## src/shared/ctr_pkg.sv

```systemverilog
// constants, types and register map of the counter sync and timebase block
// assumes a 100 MHz core clock standing in for the 80 MHz timebase domain
package ctr_pkg;

  localparam int CLK_PERIOD_NS = 10;
  localparam int TB80_FREQ_KHZ = 80000;
  localparam int TB20_FREQ_KHZ = 20000;
  localparam int TB100K_FREQ_KHZ = 100;
  localparam logic [7:0] DIV20 = 8'(TB80_FREQ_KHZ / TB20_FREQ_KHZ);
  localparam logic [7:0] DIV100K = 8'(TB20_FREQ_KHZ / TB100K_FREQ_KHZ);
  localparam int SRC_DELAY_NS = 10;
  localparam int SRC_DELAY_CYC = (SRC_DELAY_NS + CLK_PERIOD_NS - 1) / CLK_PERIOD_NS;

  localparam int CNT_W = 32;

  localparam logic [3:0] ADDR_CTRL = 4'h0;
  localparam logic [3:0] ADDR_COUNT = 4'h4;
  localparam logic [3:0] ADDR_BUF = 4'h8;
  localparam logic [3:0] ADDR_STATUS = 4'hc;

  typedef enum logic [1:0] {
    SRC_PIN = 2'b00,
    SRC_TB80 = 2'b01,
    SRC_TB20 = 2'b10,
    SRC_TB100K = 2'b11
  } src_sel_t;

  typedef enum logic [1:0] {
    MODE_80 = 2'b00,
    MODE_INT = 2'b01,
    MODE_EXT = 2'b10
  } sync_mode_t;

  // control register, bit 0 is enable
  typedef struct packed {
    logic ref_ext;
    logic out_toggle;
    logic buffered;
    src_sel_t src_sel;
    logic meas_pos;
    logic dcp_en;
    logic enable;
  } ctrl_t;

  localparam logic [7:0] CTRL_RESET = 8'h00;
  localparam int STAT_VALID = 0;
  localparam int STAT_OVERRUN = 1;
  localparam int STAT_MODE = 2;
  localparam int STAT_OUT = 4;

endpackage

```

## src/rtl/ctr_sync_timebase.sv

```systemverilog
// counter input synchronisation, duplicate count prevention and timebases
// assumes Avalon-MM master on core_clk_i; counter pins are asynchronous
//
// Function
// - each detected rising gate edge stores pulses counted since the previous one.
// - without prevention gate is seen only at the next rising source edge.
// - with prevention source and gate resampled on 80 MHz timebase, gate edges always store.
// - with prevention each pin source pulse counts once however long it stays high.
// - count and output follow source, or the 80 MHz timebase with prevention.
// - 32-bit up/down count; gate and other inputs synchronised first.
// - 80 MHz mode for prevention, position measurement or 80 MHz source.
// - else internal mode for 20 MHz/100 kHz sources, external mode otherwise.
// - 80 MHz mode samples on rising source edge, counts on the next.
// - internal mode samples on falling edge, counts on following rising edge.
// - external mode samples on delayed source, counts on next undelayed rising edge.
// - 80 MHz timebase selectable as source, from onboard clock or external reference.
// - 20 MHz timebase divides the 80 MHz timebase and is selectable.
// - 100 kHz timebase divides the 20 MHz timebase by 200, selectable.
// - bus reads move buffered counts out through the buffer register.
//
// The address map and the Avalon-MM interface to the registers were decided locally.
`timescale 1ns/1ns
module ctr_sync_timebase
  import ctr_pkg::*;
(
  input wire logic core_clk_i,
  input wire logic sys_rst_i,
  input wire logic [3:0] avs_address,
  input wire logic avs_read,
  input wire logic avs_write,
  input wire logic [31:0] avs_writedata,
  input wire logic [3:0] avs_byteenable,
  output logic [31:0] avs_readdata,
  output logic avs_waitrequest,
  input wire logic gate_pin_i,
  input wire logic source_pin_i,
  input wire logic up_down_pin_i,
  input wire logic ext_ref_pin_i,
  output logic ctr_out_o,
  output logic tb20_o,
  output logic tb100k_o
);

  ctrl_t ctrl_r;
  logic ack_r;
  logic [CNT_W-1:0] cnt_r;
  logic [CNT_W-1:0] cnt_nxt;
  logic [CNT_W-1:0] buf_data_r;
  logic buf_valid_r;
  logic overrun_r;
  logic wr_since_cap_r;
  logic out_r;

  // synchronised pins
  logic gate_s;
  logic src_s;
  logic up_s;
  logic ref_s;

  in_sync3 u_sync_gate (
    .core_clk_i(core_clk_i),
    .sys_rst_i(sys_rst_i),
    .d_i(gate_pin_i),
    .q_o(gate_s)
  );
  in_sync3 u_sync_src (
    .core_clk_i(core_clk_i),
    .sys_rst_i(sys_rst_i),
    .d_i(source_pin_i),
    .q_o(src_s)
  );
  in_sync3 u_sync_up (
    .core_clk_i(core_clk_i),
    .sys_rst_i(sys_rst_i),
    .d_i(up_down_pin_i),
    .q_o(up_s)
  );
  in_sync3 u_sync_ref (
    .core_clk_i(core_clk_i),
    .sys_rst_i(sys_rst_i),
    .d_i(ext_ref_pin_i),
    .q_o(ref_s)
  );

  // timebases
  logic ref_prev_r;
  wire ref_rise = ref_s & ~ref_prev_r;
  // onboard timebase ticks every core cycle; the single clock is the limit
  wire tick80 = ctrl_r.ref_ext ? ref_rise : 1'b1;
  logic tb20_rise;
  logic tb20_fall;
  logic tb100k_rise;
  logic tb100k_fall;

  tb_divider #(.DIV(DIV20)) u_div20 (
    .core_clk_i(core_clk_i),
    .sys_rst_i(sys_rst_i),
    .en_i(tick80),
    .rise_o(tb20_rise),
    .fall_o(tb20_fall)
  );
  tb_divider #(.DIV(DIV100K)) u_div100k (
    .core_clk_i(core_clk_i),
    .sys_rst_i(sys_rst_i),
    .en_i(tb20_rise),
    .rise_o(tb100k_rise),
    .fall_o(tb100k_fall)
  );
  assign tb20_o = tb20_rise;
  assign tb100k_o = tb100k_rise;

  // mode decode
  wire int_src = ctrl_r.src_sel == SRC_TB20 || ctrl_r.src_sel == SRC_TB100K;
  wire use_80 = ctrl_r.dcp_en | ctrl_r.meas_pos | (ctrl_r.src_sel == SRC_TB80);
  sync_mode_t mode;
  assign mode = use_80 ? MODE_80 : (int_src ? MODE_INT : MODE_EXT);
  wire dcp_act = ctrl_r.dcp_en;

  // source edges in the core domain
  logic src_prev_r;
  wire ext_rise = src_s & ~src_prev_r;
  wire ext_fall = ~src_s & src_prev_r;
  wire src_rise = ctrl_r.src_sel == SRC_PIN ? ext_rise :
                  ctrl_r.src_sel == SRC_TB80 ? tick80 :
                  ctrl_r.src_sel == SRC_TB20 ? tb20_rise : tb100k_rise;
  wire src_fall = ctrl_r.src_sel == SRC_PIN ? ext_fall :
                  ctrl_r.src_sel == SRC_TB80 ? tick80 :
                  ctrl_r.src_sel == SRC_TB20 ? tb20_fall : tb100k_fall;

  // delayed copy of the external source edge
  logic [SRC_DELAY_CYC-1:0] dly_r;
  wire dly_rise = dly_r[SRC_DELAY_CYC-1];

  // resampling on the 80 MHz timebase for duplicate count prevention
  logic dsrc_r;
  logic dgate_r;
  wire src_level = ctrl_r.src_sel == SRC_PIN ? src_s : src_rise;
  wire dcp_rise = tick80 & src_level & ~dsrc_r;
  wire dgate_edge = tick80 & gate_s & ~dgate_r;

  // sample and count strobes per mode
  wire samp_stb = mode == MODE_INT ? src_fall :
                  mode == MODE_EXT ? dly_rise : src_rise;
  wire cnt_stb = dcp_act ? dcp_rise : src_rise;
  logic gate_smp_r;
  logic gate_used_r;
  wire gate_new = gate_smp_r & ~gate_used_r;
  wire count_ev = ctrl_r.enable & cnt_stb;
  wire store_ev = ctrl_r.enable & ctrl_r.buffered &
                  (dcp_act ? dgate_edge : cnt_stb & gate_new);
  wire [CNT_W-1:0] step = up_s ? 32'h0000_0001 : 32'hffff_ffff;
  wire tc = count_ev && cnt_nxt == 32'h0000_0000;

  always_comb begin
    if (store_ev) begin
      cnt_nxt = count_ev ? step : 32'h0000_0000;
    end else if (count_ev) begin
      cnt_nxt = cnt_r + step;
    end else begin
      cnt_nxt = cnt_r;
    end
  end

  always_ff @(posedge core_clk_i or posedge sys_rst_i) begin
    if (sys_rst_i) begin
      ref_prev_r <= 1'b0;
      src_prev_r <= 1'b0;
      dsrc_r <= 1'b0;
      dgate_r <= 1'b0;
      dly_r <= '0;
    end else begin
      ref_prev_r <= ref_s;
      src_prev_r <= src_s;
      dly_r <= SRC_DELAY_CYC'({dly_r, src_rise});
      if (tick80) begin
        dsrc_r <= src_level;
        dgate_r <= gate_s;
      end
    end
  end

  always_ff @(posedge core_clk_i or posedge sys_rst_i) begin
    if (sys_rst_i) begin
      gate_smp_r <= 1'b0;
      gate_used_r <= 1'b0;
    end else begin
      if (samp_stb) begin
        gate_smp_r <= gate_s;
      end
      if (cnt_stb) begin
        gate_used_r <= gate_smp_r;
      end
    end
  end

  always_ff @(posedge core_clk_i or posedge sys_rst_i) begin
    if (sys_rst_i) begin
      cnt_r <= '0;
      out_r <= 1'b0;
    end else begin
      cnt_r <= cnt_nxt;
      out_r <= ctrl_r.out_toggle ? out_r ^ tc : tc;
    end
  end
  assign ctr_out_o = out_r;

  // bus slave: one wait state, read data registered in the wait cycle
  wire req = avs_read | avs_write;
  wire accept = req & ack_r;
  wire capture = avs_read & ~ack_r;
  wire wr_ctrl = accept & avs_write & avs_address == ADDR_CTRL & avs_byteenable[0];
  wire wr_stat = accept & avs_write & avs_address == ADDR_STATUS & avs_byteenable[0];
  wire pop = accept & avs_read & avs_address == ADDR_BUF;
  wire [31:0] stat_word = {27'h0, out_r, mode, overrun_r, buf_valid_r};
  wire [31:0] rd_mux = avs_address == ADDR_CTRL ? {24'h0, ctrl_r} :
                       avs_address == ADDR_COUNT ? cnt_r :
                       avs_address == ADDR_BUF ? buf_data_r :
                       avs_address == ADDR_STATUS ? stat_word : 32'h0;
  assign avs_waitrequest = req & ~ack_r;

  always_ff @(posedge core_clk_i or posedge sys_rst_i) begin
    if (sys_rst_i) begin
      ack_r <= 1'b0;
      avs_readdata <= 32'h0;
      ctrl_r <= CTRL_RESET;
    end else begin
      ack_r <= req & ~ack_r;
      if (capture) begin
        avs_readdata <= rd_mux;
      end
      if (wr_ctrl) begin
        ctrl_r <= avs_writedata[7:0];
      end
    end
  end

  // buffer word: a new store wins over a pop or an overrun clear
  always_ff @(posedge core_clk_i or posedge sys_rst_i) begin
    if (sys_rst_i) begin
      buf_data_r <= '0;
      buf_valid_r <= 1'b0;
      overrun_r <= 1'b0;
      wr_since_cap_r <= 1'b0;
    end else begin
      if (store_ev) begin
        buf_data_r <= cnt_r;
        buf_valid_r <= 1'b1;
      end else if (pop && !wr_since_cap_r) begin
        buf_valid_r <= 1'b0;
      end
      if (store_ev && buf_valid_r && !pop) begin
        overrun_r <= 1'b1;
      end else if (wr_stat && avs_writedata[STAT_OVERRUN]) begin
        overrun_r <= 1'b0;
      end
      // a store after the read data was captured must not be popped unseen
      if (store_ev) begin
        wr_since_cap_r <= 1'b1;
      end else if (capture) begin
        wr_since_cap_r <= 1'b0;
      end
    end
  end

  // helper: tb20 ticks between 100 kHz ticks
  logic [7:0] gap_r;
  logic seen_r;
  always_ff @(posedge core_clk_i or posedge sys_rst_i) begin
    if (sys_rst_i) begin
      gap_r <= 8'h00;
      seen_r <= 1'b0;
    end else if (tb100k_rise) begin
      gap_r <= 8'(tb20_rise);
      seen_r <= 1'b1;
    end else if (tb20_rise) begin
      gap_r <= gap_r + 8'h01;
    end
  end

  a_tb20_spacing: assert property (@(posedge core_clk_i) disable iff (sys_rst_i)
    tb20_rise |=> !tb20_rise [*3])
    else $error("20 MHz tick spaced under four timebase ticks");

  a_tb100k_ratio: assert property (@(posedge core_clk_i) disable iff (sys_rst_i)
    tb100k_rise && seen_r |-> gap_r == DIV100K)
    else $error("100 kHz tick not every 200 tb20 ticks");

  a_mode_80: assert property (@(posedge core_clk_i) disable iff (sys_rst_i)
    (ctrl_r.dcp_en || ctrl_r.meas_pos || ctrl_r.src_sel == SRC_TB80) |-> mode == MODE_80)
    else $error("80 MHz mode not selected");

  a_mode_other: assert property (@(posedge core_clk_i) disable iff (sys_rst_i)
    !use_80 |-> (mode == MODE_INT) == (ctrl_r.src_sel != SRC_PIN))
    else $error("internal or external mode wrong");

  a_store_value: assert property (@(posedge core_clk_i) disable iff (sys_rst_i)
    store_ev |=> buf_valid_r && buf_data_r == $past(cnt_r))
    else $error("buffer missed the count");

  a_store_cause: assert property (@(posedge core_clk_i) disable iff (sys_rst_i)
    store_ev && !dcp_act |-> cnt_stb && gate_smp_r && !gate_used_r)
    else $error("store without sampled gate edge");

  a_dcp_gate: assert property (@(posedge core_clk_i) disable iff (sys_rst_i)
    dcp_act && ctrl_r.enable && ctrl_r.buffered && dgate_edge |-> store_ev)
    else $error("gate edge lost with prevention");

  a_dcp_once: assert property (@(posedge core_clk_i) disable iff (sys_rst_i)
    dcp_act && tick80 && count_ev ##1 tick80 && $stable(ctrl_r) |-> !count_ev)
    else $error("long source pulse counted twice");

  a_int_order: assert property (@(posedge core_clk_i) disable iff (sys_rst_i)
    mode == MODE_INT && samp_stb |-> src_fall)
    else $error("internal mode sampled off the falling edge");

  a_ext_delay: assert property (@(posedge core_clk_i) disable iff (sys_rst_i)
    mode == MODE_EXT && src_rise ##1 mode == MODE_EXT |-> samp_stb)
    else $error("delayed source sample missing");

  a_count_step: assert property (@(posedge core_clk_i) disable iff (sys_rst_i)
    count_ev && !store_ev |=> cnt_r == $past(cnt_r) + $past(step))
    else $error("count did not step once");

  a_bus_wait: assert property (@(posedge core_clk_i) disable iff (sys_rst_i)
    req && !ack_r ##1 req |-> !avs_waitrequest)
    else $error("bus answer not after one wait state");

  a_overrun_set: assert property (@(posedge core_clk_i) disable iff (sys_rst_i)
    store_ev && buf_valid_r && !pop |=> overrun_r)
    else $error("overrun not flagged on lost store");

  a_store_restart: assert property (@(posedge core_clk_i) disable iff (sys_rst_i)
    store_ev && !count_ev |=> cnt_r == 32'h0000_0000)
    else $error("count did not restart at store");

  a_no_src_store: assert property (@(posedge core_clk_i) disable iff (sys_rst_i)
    !dcp_act && !cnt_stb |-> !store_ev)
    else $error("store without a source edge");

  a_disabled_hold: assert property (@(posedge core_clk_i) disable iff (sys_rst_i)
    !ctrl_r.enable |=> $stable(cnt_r))
    else $error("count moved while disabled");

  a_out_pulse: assert property (@(posedge core_clk_i) disable iff (sys_rst_i)
    !ctrl_r.out_toggle && tc |=> ctr_out_o)
    else $error("terminal count pulse missing");

  a_out_toggle: assert property (@(posedge core_clk_i) disable iff (sys_rst_i)
    ctrl_r.out_toggle && tc |=> ctr_out_o != $past(ctr_out_o))
    else $error("terminal count toggle missing");

endmodule

```

## src/rtl/in_sync3.sv

```systemverilog
// three-stage synchroniser for one asynchronous pin
// output changes only once stages two and three agree
`timescale 1ns/1ns
module in_sync3 (
  input wire logic core_clk_i,
  input wire logic sys_rst_i,
  input wire logic d_i,
  output logic q_o
);
  logic s1_r;
  logic s2_r;
  logic s3_r;

  always_ff @(posedge core_clk_i or posedge sys_rst_i) begin
    if (sys_rst_i) begin
      s1_r <= 1'b0;
      s2_r <= 1'b0;
      s3_r <= 1'b0;
      q_o <= 1'b0;
    end else begin
      s1_r <= d_i;
      s2_r <= s1_r;
      s3_r <= s2_r;
      if (s2_r == s3_r) begin
        q_o <= s3_r;
      end
    end
  end
endmodule

```

## src/rtl/tb_divider.sv

```systemverilog
// enable-pulse divider: counts input ticks, flags rising and falling phase
// assumes en_i is a one-cycle pulse in the core clock domain
`timescale 1ns/1ns
module tb_divider #(
  parameter logic [7:0] DIV = 8'h04
) (
  input wire logic core_clk_i,
  input wire logic sys_rst_i,
  input wire logic en_i,
  output logic rise_o,
  output logic fall_o
);
  logic [7:0] cnt_r;
  wire last = (cnt_r == DIV - 8'h01);

  always_ff @(posedge core_clk_i or posedge sys_rst_i) begin
    if (sys_rst_i) begin
      cnt_r <= 8'h00;
      rise_o <= 1'b0;
      fall_o <= 1'b0;
    end else begin
      rise_o <= en_i && cnt_r == 8'h00;
      fall_o <= en_i && cnt_r == (DIV >> 1);
      if (en_i) begin
        cnt_r <= last ? 8'h00 : cnt_r + 8'h01;
      end
    end
  end
endmodule

```

## config.mk

```make
export PLATFORM = sky130hd
export DESIGN_NAME = ctr_sync_timebase
export DESIGN_NICKNAME = d
export VERILOG_FILES = /design/src/shared/ctr_pkg.sv /design/src/rtl/ctr_sync_timebase.sv /design/src/rtl/in_sync3.sv /design/src/rtl/tb_divider.sv
export SDC_FILE = /design/constraint.sdc
export NUM_CORES = 1
export LEC_CHECK = 0
export BUFFER_PORTS_ARGS = -buffer_cell sky130_fd_sc_hd__buf_2
export CORE_MARGIN = 2
export CORE_UTILIZATION = 54
export CTS_CLUSTER_SIZE = 28
export DETAILED_ROUTE_END_ITERATION = 10
export GPL_ROUTABILITY_DRIVEN = 0
export MAX_ROUTING_LAYER = met4
export PLACE_DENSITY = 0.79
export SLEW_MARGIN = 15
export SYNTH_ARGS = -nofsm -noshare
export SYNTH_HDL_FRONTEND = slang
export SYNTH_SLANG_ARGS = --single-unit
```

## constraint.sdc

```tcl
create_clock -name core_clk_i -period 4.5 [get_ports core_clk_i]
set_input_delay 0.225 -clock core_clk_i [delete_from_list [all_inputs] [get_ports core_clk_i]]
set_output_delay 0.225 -clock core_clk_i [all_outputs]
set_load 0.005 [all_outputs]
```

# [Word level (Yosys, flattened, before mapping)]
# Index checks and enable logic that the tools add are counted.
[totals] in_bits=48 wordCells=147 ff_bits=152 output_inout_bits=36
[op_classes] mux=31 bitwise_logic=33 n_reduce_logical=20 addsub=3 eq_ne=16
[ops] operator="32-bit two-way mux" count=7
[ops] operator="32-bit adder" count=1
[ops] operator="32-bit zero test" count=1
[ops] operator="1-bit bitwise AND" count=22
[ops] operator="1-bit two-way mux" count=19
[ops] operator="8-bit by 1-bit adder with 8-bit output (second input constant)" count=2
[ops] operator="8-bit by 2-bit == test with 1-bit output (second input constant)" count=2
[ops] operator="8-bit zero test" count=2
[ops] operator="8-bit two-way mux" count=2
[ops] operator="1-bit logical AND" count=9
[ops] operator="4-bit == test (second input constant)" count=2
[ops] operator="8-bit by 7-bit == test with 1-bit output (second input constant)" count=1
[ops] operator="8-bit == test (second input constant)" count=1
[ops] operator="1-bit NOT" count=7
[ops] operator="2-bit == test (second input constant)" count=3
[ops] operator="2-bit nonzero test" count=3
[ops] operator="5-bit two-way mux" count=1
[ops] operator="1-bit == test" count=4
[ops] operator="2-bit by 1-bit == test with 1-bit output (second input constant)" count=2
[ops] operator="4-bit by 3-bit == test with 1-bit output (second input constant)" count=1
[ops] operator="4-bit zero test" count=1
[ops] operator="2-bit two-way mux" count=2
[ops] operator="1-bit bitwise OR" count=3
[ops] operator="1-bit zero test" count=2
[ops] operator="other kinds (3)" count=3

# [Depth between registers and ports, before layout]
[logic_depth] word_depth=17 ltp_mapped=14

# [By module]
# Synthesis repeated with hierarchy kept, for this count alone.
[hier_totals] hier_cells=884 hier_area_um2=8286.7
[by_module_without_submodules] module="ctr_sync_timebase" instances=1 seq_area_each_um2=2902.8 cells_each=768 area_per_inst_um2=6852.8
[by_module_without_submodules] module="tb_divider (u_div100k)" instances=1 seq_area_each_um2=250.2 cells_each=50 area_per_inst_um2=510.5
[by_module_without_submodules] module="tb_divider (u_div20)" instances=1 seq_area_each_um2=250.2 cells_each=42 area_per_inst_um2=462.9
[by_module_without_submodules] module="in_sync3" instances=4 seq_area_each_um2=100.1 cells_each=6 area_per_inst_um2=115.1

# [Worst setup path before layout]
# OpenSTA, ideal clock, no wires.
[synth_timing] kind="reg-to-reg" startpoint="register u_sync_up.q_o" endpoint="register out_r, in the netlist ctr_out_o" arrival_ns=3.702 path_slack_ns=0.718 synth_period_minus_slack_ns=3.782 stages_incl_launch_ff=14 required_time_ns=4.420 n_path_buf=0 cell_sequence="dfrtp_1 > inv_1 > ha_1 > a211oi_2 > o211ai_2 > a2111oi_4 > o31ai_2 > a2111o_1 > a31oi_4 > nor4b_1 > nor3_2 > o211ai_1 > nor4b_2 > xnor2_1"
[synth_between] elab_chain_cells=8
[synth_lines] element="from (decl)" line_no="in_sync3.sv:8" rtl="output logic q_o"
[synth_lines] element="from (signal assigned)" line_no="in_sync3.sv:25" rtl="q_o <= s3_r;"
[synth_lines] element="32-bit two-way mux (*)" line_no="ctr_sync_timebase.sv:151" rtl="wire [CNT_W-1:0] step = up_s ? 32'h0000_0001 : 32'hffff_ffff;"
[synth_lines] element="32-bit adder" line_no="ctr_sync_timebase.sv:158" rtl="cnt_nxt = cnt_r + step;"
[synth_lines] element="32-bit two-way mux" line_no="ctr_sync_timebase.sv:157" rtl="end else if (count_ev) begin"
[synth_lines] element="32-bit two-way mux (*)" line_no="ctr_sync_timebase.sv:155" rtl="if (store_ev) begin"
[synth_lines] element="32-bit zero test (*)" line_no="ctr_sync_timebase.sv:152" rtl="wire tc = count_ev && cnt_nxt == 32'h0000_0000;"
[synth_lines] element="1-bit logical AND (*)" line_no="ctr_sync_timebase.sv:152"
[synth_lines] element="1-bit XOR" line_no="ctr_sync_timebase.sv:202" rtl="out_r <= ctrl_r.out_toggle ? out_r ^ tc : tc;"
[synth_lines] element="1-bit two-way mux (*)" line_no="ctr_sync_timebase.sv:202"
[synth_lines] element="to (signal assigned)" line_no="ctr_sync_timebase.sv:202"
[synth_lines] element="to (decl)" line_no="ctr_sync_timebase.sv:52" rtl="logic out_r;"
# Every way passes the cells marked *; elsewhere a longest branch is shown, timed or not.
# A chain may end at the register's enable or synchronous reset.

# [Final worst setup path]
# Ends and elaborated chain as after synthesis.

==> reports/results.ini <==
[status]
status = finished clean

[logic_synthesis]
netlist_instances = 866
syn-cell-area_um2 = 8160
syn_nets = 950
synth-edff-count = 0
ys_types = 79
synthTopCellsByArea = dfrtp_1 (47%), nand2_1 (8.0%), ha_1 (5.4%)
ys_async_sr_fraction = 1.00
ys_ff_latch = 152
synth_top_area_share = 0.466
yosys_warnings = 0
postSynthAreaPerCell_um2 = 9.43
ys_seq_area_frac = 0.466
synth_ff_type = dfrtp_1
synth_top_area_cell = dfrtp_1

[global_routing]
grt-ovfl-total = 0
grt_max_degree = 66
grt_pass1_wl_mm = 32.3
track_usage = 0.260
first_global_vias = 6430
antenna_found_initial = 0

[timing]
fin_crit_ns = 3.93
worst_slew_pin_slew_ns = 0.982
skew_ns = 0.00913
rsz0062_at_grt = no
slew_viol_final = 0
relSlewSlack = 0.345
hold_violations = 0
setup-tns-final_ns = 0
setup_viol = 0
clock.fmax_mhz = 255
final.period_utilization = 0.873

[die]
die_y_um = 127
ios = 84
die-area_um2 = 16100
coreArea_um2 = 14600
die_w_um = 127
start_util = 0.557
rows = 44

[finish]
syn2layout_area_growth_pct = 13.5
design_area_um2 = 9260
final_nets = 1005
diodes = 0
layout-drive-gt1-share = 0.150
fin_util = 0.632

[drt]
drt_iter0_markers = 658
postRouteAntennaNets = 0
viasPerCell = 6.10
num_vias = 6804
drc = 0
finalWirelength_mm = 19.5
first_pass_iters = 6
wl_per_cell_um = 17.5

[clock_tree]
h-tree-depth = 4
clock_sinks = 152
root_buffer = clkbuf_16
post_cts_buffers = 0
cts_tree = done
hold_buffers = 5
clockBufferDepth = 2
insertion_delay_ns = 0.43
cts_inserted_buffers = 17
clkSlewWorstSetupHoldPaths_ns = 0.06
cts_resized = 0

[worst_setup_path]
worstPathRequired_ns = 4.85
critPathMaxFanout = 12
critPathKind = flip-flop to flip-flop
cp-start-kind = flip-flop
crit_arrival_ns = 4.28
end_kind = flip-flop

[pwr]
peakVddDrop_uv = 321
p_leak_nw = 4.32
power.density_nw_per_um2 = 682

[placement]
dpl-instance-area_um2 = 8650
portBuffers = 56
place.detailed.hpwl_mm = 13.7

[min_path]
hold_class = input pin to flip-flop

[run]
cap_violations = 0

==> per-layer routing <==
layer / global-route usage / vias to the layer above / wire (um)
li1: - / 3222 / -
met1: 0.361 / 3268 / 8840
met2: 0.384 / 266 / 8820
met3: 0.0456 / 48 / 1360
met4: 0.101 / 0 / 487
met5: - / - / 0
==> area by class of cell <==
cell class,instances,area (um^2)
Inverter,21,83.8
Timing Repair Buffer,76,455
Clock inverter,10,96.3
Tap cell,184,230
Multi-Input combinational cell,653,4130
Clock buffer,20,467
Fill cell,1144,5380
Sequential cell,152,3800
==> stage by stage <==
stage / worst slack, ns / std cells / hold WS (ns) / total power, W
final: 0.572 / 1116 / 0.00945 / 0.00632
after global routing: 0.338 / 1116 / 0.0321 / 0.00674
after CTS: 0.609 / 1116 / 0.00233 / 0.00627
after detailed placement: 0.635 / 1081 / 0.254 / 0.00489
after global placement: 0.670 / 1081 / 0.249 / 0.00480
after floorplan: 0.182 / 866 / 0.256 / 0.00421
==> critical path, cell delays in order, from the launching register on <==
cell	delay, ns
dfrtp_1	0.38
inv_1	0.24
buf_4	0.26
ha_1	0.29
o21ai_1	0.13
a21oi_1	0.16
a2111oi_4	0.48
o31ai_2	0.19
a2111o_1	0.52
a31oi_4	0.21
nor4b_1	0.09
nor3_2	0.26
o211ai_1	0.14
nor4b_2	0.34
xnor2_1	0.16
==> cells in the mapped netlist (5+ instances only) <==
master	n
nand2_1	174
dfrtp_1	152
o21ai_0	65
a21oi_1	48
nor2_1	48
ha_1	35
clkbuf_1	32
a22oi_1	30
xnor2_1	22
inv_1	20
nand3_1	16
nor3_1	14
nand4_1	13
xor2_1	12
a21o_1	11
mux2_2	11
nand2b_1	11
a22o_1	10
and3_1	10
nor2b_1	8
o211ai_1	8
nor4_1	6
nand4b_1	5
o21ai_1	5
==> power by group <==
| part | switching [W] | internal (W) | total (W) |
|---|---|---|---|
| Combinational | 0.00165 | 0.00116 | 0.00282 |
| Sequential | 0.000385 | 0.00176 | 0.00214 |
| Clock | 0.000560 | 0.000798 | 0.00136 |
==> cells by family (layout without fill, tap and decap cells) <==
group                    count (synthesis)  after routing  synth area share
flip-flops                             152            152             0.466
AND/OR/NAND/NOR                        331            331             0.189
XOR/XNOR                                34             34            0.0365
AO/OA/AOI/OAI                          233            233             0.197
multiplexers                            15             15            0.0205
buffers and inverters                   61            127            0.0300
adder cells (fa/ha/maj)                 40             40            0.0610
==> state kept, by name, summed over array words and instances, names as in the netlist, 7 cells and up <==
signal / count
cnt_r: 32
ctrl_r: 7
avs_readdata: 32
u_div20.cnt_r: 8
buf_data_r: 32
u_div100k.cnt_r: 8
==> worst paths after layout <==
check | cells after the start | slack [ns] | from | to
setup / recovery | 14 | 0.57 | u_sync_up.q_o | ctr_out_o
hold / removal | 3 | 0.009 | avs_writedata[0] | ctrl_r[0]
setup reg to reg | 14 | 0.57 | u_sync_up.q_o | ctr_out_o
hold reg to reg | 0 | 0.35 | u_sync_gate.s1_r | u_sync_gate.s2_r
max in group asynchronous | 4 | 3.09 | sys_rst_i | buf_data_r[3]
min in group asynchronous | 3 | 0.35 | sys_rst_i | u_div100k.cnt_r[3]
==> placed cells by master (no fill, tap or decap), types with 8 or more instances in the layout <==
| master | instances |
|---|---|
| nand2b_1 | 10 |
| a22oi_1 | 30 |
| a22o_1 | 10 |
| nand4_1 | 13 |
| and3_1 | 10 |
| a21oi_1 | 48 |
| xnor2_1 | 22 |
| inv_1 | 19 |
| nor2_1 | 48 |
| mux2_2 | 11 |
| dfrtp_1 | 152 |
| xor2_1 | 12 |
| o21ai_0 | 65 |
| nor3_1 | 14 |
| buf_2 | 56 |
| nand3_1 | 16 |
| ha_1 | 35 |
| buf_4 | 14 |
| nand2_1 | 174 |
| o211ai_1 | 8 |
| clkbuf_16 | 17 |
| a21o_1 | 11 |
Power figures use the tool's default switching activity.
